File: config.mk
export PLATFORM = sky130hd
export DESIGN_NAME = ppms_port_pin_mode_select
export DESIGN_NICKNAME = d
export VERILOG_FILES = /design/src/pkg/ppms_pkg.sv /design/src/rtl/ppms_port_pin_mode_select.sv
export SDC_FILE = /design/constraint.sdc
export NUM_CORES = 1
export LEC_CHECK = 0
export BUFFER_PORTS_ARGS = -buffer_cell sky130_fd_sc_hd__buf_2
export CAP_MARGIN = 10
export CORE_MARGIN = 10
export CORE_UTILIZATION = 48
export DETAILED_ROUTE_END_ITERATION = 6
export GPL_TIMING_DRIVEN = 0
export HOLD_SLACK_MARGIN = 0.15
export PLACE_DENSITY_LB_ADDON = 0.08
export SYNTH_ARGS = -nofsm -noshare
export SYNTH_HDL_FRONTEND = slang
export SYNTH_SLANG_ARGS = --single-unit
export TNS_END_PERCENT = 50
File: constraint.sdc
create_clock -name clk -period 3.2 [get_ports clk]
set_clock_uncertainty 0.15 [all_clocks]
set_input_delay 0.64 -clock clk [delete_from_list [all_inputs] [get_ports clk]]
set_output_delay 0.64 -clock clk [all_outputs]
set_load 0.005 [all_outputs]
File: src/pkg/ppms_pkg.sv
// Package for the port pin mode select block: types and constants
package ppms_pkg;
   // ----------------------------------------
   // Host bus types
   // ----------------------------------------
   typedef enum logic [1:0] {
      HOST_XA8,
      HOST_PAGED,
      HOST_MUX8,
      HOST_NONMUX8
   } ppms_host_t;

   // ----------------------------------------
   // Widths and reset values
   // ----------------------------------------
   localparam int PPMS_PORT_W = 8;
   localparam int PPMS_PORTD_W = 3;
   localparam int PPMS_PIO_BIT = 7;
   localparam logic [7:0] PPMS_RST_BYTE = 8'h00;
   localparam logic [2:0] PPMS_RST_D = 3'h0;
   localparam logic [15:0] PPMS_RST_ADDR = 16'h0000;
   localparam logic [7:0] PPMS_OE_OFF8 = 8'hff;
   localparam logic [2:0] PPMS_OE_OFF3 = 3'h7;
   localparam logic [26:0] PPMS_RST_SYNC = 27'h000_0000;
   localparam logic [2:0] PPMS_RST_STROBE = 3'h0;

   // Per-port pin group: output value and active-low enable
   typedef struct packed {
      logic [7:0] out;
      logic [7:0] oeN;
   } ppms_pins8_t;

   typedef struct packed {
      logic [2:0] out;
      logic [2:0] oeN;
   } ppms_pins3_t;

   // Configuration that the host writes at run time
   typedef struct packed {
      logic [7:0] ctlA;
      logic [7:0] ctlB;
      logic [7:0] dirA;
      logic [7:0] dirB;
      logic [7:0] dirC;
      logic [2:0] dirD;
      logic [7:0] doutA;
      logic [7:0] doutB;
      logic [7:0] doutC;
      logic [2:0] doutD;
   } ppms_cfg_t;
endpackage : ppms_pkg

File: src/rtl/ppms_port_pin_mode_select.sv
// Port pin mode select: output steering and input capture for ports A-D
`timescale 1ns/1ps
module ppms_port_pin_mode_select
   import ppms_pkg::*;
(
   // Clock and reset
   input wire logic clk,
   input wire logic rst,
   // Host bus
   input wire ppms_host_t hostType,
   input wire logic addrStrobe,
   input wire logic [15:0] hostAddr,
   input wire logic [7:0] hostDataOut,
   input wire logic hostDataDrive,
   input wire ppms_cfg_t cfg,
   input wire logic [7:0] memory_map_register,
   // Logic block side
   input wire logic [7:0] macrocell_group_first,
   input wire logic [7:0] macrocell_group_second,
   input wire logic [2:0] extChipSel,
   input wire logic [7:0] logicOutSelA,
   input wire logic [7:0] logicOutSelB,
   input wire logic [7:0] logicOutSelC,
   input wire logic [2:0] logicOutSelD,
   input wire logic [7:0] oeTermA,
   input wire logic [7:0] oeTermB,
   input wire logic [7:0] oeTermC,
   input wire logic [2:0] oeTermD,
   input wire logic periph_select_zero,
   input wire logic periph_select_one,
   // Scan enables
   input wire logic scan_select_logic,
   input wire logic scanConfig,
   input wire logic scanEnablePin,
   // Pins
   input wire logic [7:0] pinInA,
   input wire logic [7:0] pinInB,
   input wire logic [7:0] pinInC,
   input wire logic [2:0] pinInD,
   output ppms_pins8_t portA,
   output ppms_pins8_t portB,
   output ppms_pins8_t portC,
   output ppms_pins3_t portD,
   // Readback
   output logic [7:0] dataInA,
   output logic [7:0] dataInB,
   output logic [7:0] dataInC,
   output logic [2:0] dataInD,
   output logic [15:0] latchedAddr,
   output logic scanActive
);
   // ----------------------------------------
   // Address mapping
   // ----------------------------------------
   // Returns {portB, portA} address bytes and valid nibble mask
   function automatic logic [19:0] addrMap(input ppms_host_t h, input logic [15:0] a);
      logic [19:0] r;
      r = 20'h0_0000;
      // Mask bits high to low: B upper, B lower, A upper, A lower
      case (h)
         HOST_XA8: r = {4'b0110, 4'h0, a[11:8], a[7:4], 4'h0};
         HOST_PAGED: r = {4'b1100, a[15:12], a[11:8], 8'h00};
         HOST_MUX8: r = {4'b1111, a[7:0], a[7:0]};
         default: r = {4'b1100, a[7:0], 8'h00};
      endcase
      return r;
   endfunction : addrMap

   // Expands nibble mask to pin mask
   function automatic logic [7:0] nibMask(input logic [1:0] m);
      return {{4{m[1]}}, {4{m[0]}}};
   endfunction : nibMask

   // ----------------------------------------
   // Input synchronisers
   // ----------------------------------------
   // Pins come from outside, so two flops before any use
   logic [26:0] syncOne, syncTwo, next_syncOne, next_syncTwo;
   logic [2:0] strobeSync, next_strobeSync;
   logic [15:0] addrSyncOne, addrSyncTwo, next_addrSyncOne, next_addrSyncTwo;
   logic [15:0] next_latchedAddr;

   always_comb begin
      next_syncOne = {pinInD, pinInC, pinInB, pinInA};
      next_syncTwo = syncOne;
      next_strobeSync = {strobeSync[1:0], addrStrobe};
      next_addrSyncOne = hostAddr;
      next_addrSyncTwo = addrSyncOne;
      next_latchedAddr = latchedAddr;
      // Address must hold steady over the strobe fall, no handshake
      if (strobeSync[2] && !strobeSync[1]) begin
         next_latchedAddr = addrSyncTwo;
      end
   end

   always_ff @(posedge clk) begin
      if (rst) begin
         syncOne <= PPMS_RST_SYNC;
         syncTwo <= PPMS_RST_SYNC;
         strobeSync <= PPMS_RST_STROBE;
         addrSyncOne <= PPMS_RST_ADDR;
         addrSyncTwo <= PPMS_RST_ADDR;
         latchedAddr <= PPMS_RST_ADDR;
      end else begin
         syncOne <= next_syncOne;
         syncTwo <= next_syncTwo;
         strobeSync <= next_strobeSync;
         addrSyncOne <= next_addrSyncOne;
         addrSyncTwo <= next_addrSyncTwo;
         latchedAddr <= next_latchedAddr;
      end
   end

   // ----------------------------------------
   // Output steering
   // ----------------------------------------
   ppms_pins8_t next_portA, next_portB, next_portC;
   ppms_pins3_t next_portD;
   logic next_scanActive;
   logic [19:0] map;
   logic [7:0] aoA, aoB, enA, enB, enC, selA, selB, srcA, srcB;
   logic [2:0] enD;
   logic pioOn;
   logic [7:0] next_dataInA, next_dataInB, next_dataInC;
   logic [2:0] next_dataInD;

   always_comb begin
      map = addrMap(hostType, latchedAddr);
      aoA = cfg.ctlA & nibMask(map[17:16]);
      aoB = cfg.ctlB & nibMask(map[19:18]);
      enA = cfg.dirA | oeTermA;
      enB = cfg.dirB | oeTermB;
      enC = cfg.dirC | oeTermC;
      enD = cfg.dirD | oeTermD;
      // Group one only on A, both groups on B
      selA = logicOutSelA;
      selB = logicOutSelB;
      srcA = macrocell_group_first;
      srcB = macrocell_group_first;
      for (int i = 0; i < PPMS_PORT_W; i++) begin
         if (selA[i]) srcA[i] = macrocell_group_first[i];
         if (selB[i] && oeTermB[i]) srcB[i] = macrocell_group_second[i];
      end
      // Address is shown where the enable term or dir and ctl agree
      next_portA.out = cfg.doutA;
      next_portB.out = cfg.doutB;
      for (int i = 0; i < PPMS_PORT_W; i++) begin
         if (aoA[i] && (oeTermA[i] || cfg.dirA[i])) next_portA.out[i] = map[i];
         else if (selA[i]) next_portA.out[i] = srcA[i];
         if (aoB[i] && (oeTermB[i] || cfg.dirB[i])) next_portB.out[i] = map[8 + i];
         else if (selB[i]) next_portB.out[i] = srcB[i];
      end
      next_portA.oeN = ~enA;
      next_portB.oeN = ~enB;
      pioOn = memory_map_register[PPMS_PIO_BIT];
      if (pioOn) begin
         // Whole port A follows host data, off when no select is live
         next_portA.out = hostDataOut;
         next_portA.oeN = ~{8{(periph_select_zero | periph_select_one) & hostDataDrive}};
      end
      next_portC.out = (cfg.doutC & ~logicOutSelC) | (macrocell_group_second & logicOutSelC);
      next_portC.oeN = ~enC;
      next_scanActive = scan_select_logic | scanConfig | scanEnablePin;
      if (next_scanActive) begin
         // Scan owns port C whenever any of the three scan enables is set, normal steering otherwise
         next_portC.oeN = PPMS_OE_OFF8;
      end
      next_portD.out = (cfg.doutD & ~logicOutSelD) | (extChipSel & logicOutSelD);
      next_portD.oeN = ~enD;
      // Readback shows the pin itself, so a driven pin reads its own level
      next_dataInA = syncTwo[7:0];
      next_dataInB = syncTwo[15:8];
      next_dataInC = syncTwo[23:16];
      next_dataInD = syncTwo[26:24];
   end

   // ----------------------------------------
   // Output registers
   // ----------------------------------------
   always_ff @(posedge clk) begin
      if (rst) begin
         portA <= '{out: PPMS_RST_BYTE, oeN: PPMS_OE_OFF8};
         portB <= '{out: PPMS_RST_BYTE, oeN: PPMS_OE_OFF8};
         portC <= '{out: PPMS_RST_BYTE, oeN: PPMS_OE_OFF8};
         portD <= '{out: PPMS_RST_D, oeN: PPMS_OE_OFF3};
         scanActive <= 1'b0;
         dataInA <= PPMS_RST_BYTE;
         dataInB <= PPMS_RST_BYTE;
         dataInC <= PPMS_RST_BYTE;
         dataInD <= PPMS_RST_D;
      end else begin
         portA <= next_portA;
         portB <= next_portB;
         portC <= next_portC;
         portD <= next_portD;
         scanActive <= next_scanActive;
         dataInA <= next_dataInA;
         dataInB <= next_dataInB;
         dataInC <= next_dataInC;
         dataInD <= next_dataInD;
      end
   end
endmodule : ppms_port_pin_mode_select

==> metrics.log <==
INFO  metric cts_buffer_depth = 2
INFO  metric antenna_found_initial = 0
INFO  metric seq_area_frac_synth = 62.6%
INFO  metric postSynthRegisterBits = 187
INFO  metric cp_num_buf_inv = 1
INFO  metric drive_gt1_share = 40.3%
INFO  metric final_hold_viol_count = 0
INFO  metric min-delay-start = cfg[29]
INFO  metric setup_viol = 0
INFO  metric grt_setup_unrepaired = false
INFO  metric antennaDiodeCount = 0
INFO  metric dp.final_hpwl = roughly 16,000 um
INFO  metric cts_root_buf = clkbuf_16
INFO  metric nFillCells = 987
INFO  metric htreeDepth = 4
INFO  metric syn-num-nets = 757
INFO  metric totalWireLength = 20,000 um
INFO  metric post_drt_wl_per_cell = between 15 and 20 um
INFO  metric post_cts_resize_count = 0
INFO  metric finish.net_count = around 1,100
INFO  metric power_switching = roughly 0.0011 W
INFO  metric post-cts-setup-buffers = 0
INFO  metric grt_pass1_vias = 5,145
INFO  metric timing.reg2reg.setup_slack = around 1.6 ns
INFO  metric worst_setup_path_startpoint = latchedAddr[2]$_SDFFE_PP0P_
INFO  metric slew_headroom = 43.6%
INFO  metric required = 2.41 ns
INFO  metric grt_max_degree = 17
INFO  metric power.share.combinational = 8.9%
INFO  metric post_drt_via_cell_ratio = ~4.8
INFO  metric grt_util_all_layers = 22.5%
INFO  metric synth_enable_flop_cells = 0
INFO  metric vdd_ir_drop_max = about 450 uV
INFO  metric hold_path.class = in -> reg
INFO  metric grt_pass1_wl = slightly above 30,000 um
INFO  metric worst_slew_pin_tran = 0.847 ns
INFO  metric crit_type = reg -> out
INFO  metric synth.largest_area_cell = dfxtp_1
INFO  metric place.gp.congestion = 0.893
INFO  metric drt_first_pass_iters = 6
INFO  metric detailedRoute.firstIterationViolations = 266
INFO  metric cts_hold_repair.buffers = 0
INFO  metric clk_latency = 0.42 ns
INFO  metric dieWidth = 132 um
INFO  metric final.setup.worst_slack = 1.26 ns
INFO  metric drcViolationCount = 0
INFO  metric synth_top_area_share = 62.6%
INFO  metric dieArea = roughly 0.017 mm2
INFO  metric path_clk_slew = 0.07 ns
INFO  metric area_of_the_core = 0.0121 mm2
INFO  metric timing.rr.start = latchedAddr[3]$_SDFFE_PP0P_
INFO  metric timing.hold.ws = between 0.2 and 0.25 ns
INFO  metric asyncSetResetFlopFracSynth = 0%
INFO  metric clock_power_share = 40.2%
INFO  metric worst_setup_path_end_kind = primary output
INFO  metric max_clock_freq = a little over 500 MHz
INFO  metric synth.area.top_cells = dfxtp_1 (63%), nor2b_1 (13%), mux2i_1 (3.9%)
INFO  metric worst_path_dominant_cell_family = flip-flops
INFO  metric sequentialPowerShare = about half
INFO  metric synthDistinctLibCells = 30
INFO  metric p_sw_share = between 20% and 30%
INFO  metric max_cap_violations = 0
INFO  metric global_route.overflow_total = 0
INFO  metric critical_path.cell_chain = buf_2
INFO  metric row_count = 40
INFO  metric clkSinkCount = around 190
INFO  metric p_int = around 0.0038 W
INFO  metric floorplan.die.height = 132 um
INFO  metric areaGrowthSynthToFinish = 38.1%
INFO  metric detailedPlace.worstSlack = 1.01 ns
INFO  metric cts_inserted_buffers = 17
INFO  metric starting_density = between 40 and 50%
INFO  metric worstPathMaxFanout = 4
INFO  metric finish.utilization = 68.2%
INFO  metric final.min_clock_period = between 1.5 and 2 ns
INFO  metric cts_tree = built
INFO  metric top_level_ports = 311
INFO  metric synth.cell_area = 0.00598 mm2
INFO  metric final_max_slew_viol_count = 0
INFO  metric synth_top_flop_cell = dfxtp_1
INFO  metric via_count = 5,034
INFO  metric postRouteAntennaNets = 0
INFO  metric power_total = 0.00483 W
INFO  metric synth_warnings = 0
INFO  metric fin_setup_tns = 0 ns
INFO  metric arrival = 1.15 ns
INFO  metric worst_setup_path_start_kind = flop
INFO  metric critPathMaxStageDelay = 0.53 ns
INFO  metric p_leak = around 3.8 nW
INFO  metric power.density_cell_area = 585 mW/mm2
INFO  metric synth_cells = 544
INFO  metric finalCritPeriodShare = 60.6%
INFO  metric numPortBuffers = about 300
INFO  metric result_of_the_run = finished clean
INFO  metric synthesis.area_per_instance = 11.0 um2
INFO  metric slowest_stage = dfxtp_1
## per-layer routing
metal,vias to the layer above,track usage (%),part of all wire [%]
li1,2467,-,-
met3,29,7.16,7.8
met1,2301,24.9,39
met4,0,7.85,2.2
met5,-,0,0
met2,237,39.7,51
## synthesized netlist by cell type, drive strengths merged (7+ instances only)
library cell  count
a211oi           16
a21oi            17
buf              11
clkbuf           18
dfxtp           187
mux2             12
mux2i            23
nand2            39
nor2             18
nor2b           121
o211ai            7
o21ai            16
o21bai           11
o31ai             9
## sequential cells by signal, summed over array words and instances, names as in the netlist
register and flops:
dataInB 8, portB 16, next_syncTwo 27, dataInA 8, scanActive 1, portD 6
latchedAddr 16, syncTwo 27, portC 16, dataInD 3, portA 16, addrSyncTwo 16
dataInC 8, strobeSync 3, addrSyncOne 16
## worst paths after layout
| kind | endpoint | cells past startpoint |
|---|---|---|
| worst max register to register | portA[11]$_SDFF_PP0_ | 3 |
| worst min-delay path | portD[2]$_SDFF_PP1_ | 2 |
| worst min register to register | syncTwo[25]$_SDFF_PP0_ | 1 |
| worst max-delay path | latchedAddr[2] | 1 |
## cell usage in the layout, fill, tap and decap left out, types with 9 or more instances in the layout
master | Yosys | layout
a211oi_1 | 16 | 16
buf_2 | 7 | 309
nor2_1 | 18 | 18
mux2i_1 | 23 | 23
nand2_1 | 39 | 39
nor2b_1 | 121 | 121
mux2_2 | 12 | 12
dfxtp_1 | 187 | 187
a21oi_1 | 17 | 17
o21bai_1 | 11 | 11
o21ai_0 | 16 | 16
clkbuf_1 | 18 | 20
clkbuf_16 | 0 | 17
o31ai_1 | 9 | 9
## final cells by class
cell class / count / area (um2) / area share, %
Buffer: 29 / 118 / 1.42
Clock buffer: 24 / 502 / 6.08
Clock inverter: 7 / 56.3 / 0.682
Inverter: 5 / 18.8 / 0.227
Multi-Input combinational cell: 323 / 2100 / 25.4
Sequential cell: 187 / 3740 / 45.3
Tap cell: 168 / 210 / 2.55
Timing Repair Buffer: 302 / 1510 / 18.3
## cell families (layout without fill, tap and decap cells)
family	after synthesis	count (layout)	synth area share (%)
buffers and inverters	34	367	2.28
flip-flops	187	187	62.6
AND/OR/NAND/NOR	200	200	19.1
AO/OA/AOI/OAI	88	88	9.92
multiplexers	35	35	6.11
## power by group through the flow
| stage | Sequential [W] | Combinational, W | Clock [W] |
|---|---|---|---|
| after floorplan | 0.00252 | 0.000166 | 0 |
| after global placement | 0.00251 | 0.000421 | 0 |
| after detailed placement | 0.00251 | 0.000432 | 0 |
| after CTS | 0.00246 | 0.000434 | 0.00198 |
| after global routing | 0.00247 | 0.000472 | 0.00208 |
| final | 0.00246 | 0.000430 | 0.00195 |
## through the flow
| step | instance area [um2] | instances |
|---|---|---|
| global route | 8260 | 1045 |
| CTS | 8260 | 1045 |
| detailed placement | 7700 | 1014 |
| finish | 8260 | 1045 |
| floorplan | 5980 | 544 |
| global placement | 7700 | 1014 |
## worst reg2reg max path, delay by kind of cell (launching register included)
kind / cells / cell delay, ns
compound gates: 1 / 0.08
flops: 1 / 0.52
simple gates: 2 / 0.78
Power figures use the tool's default switching activity.
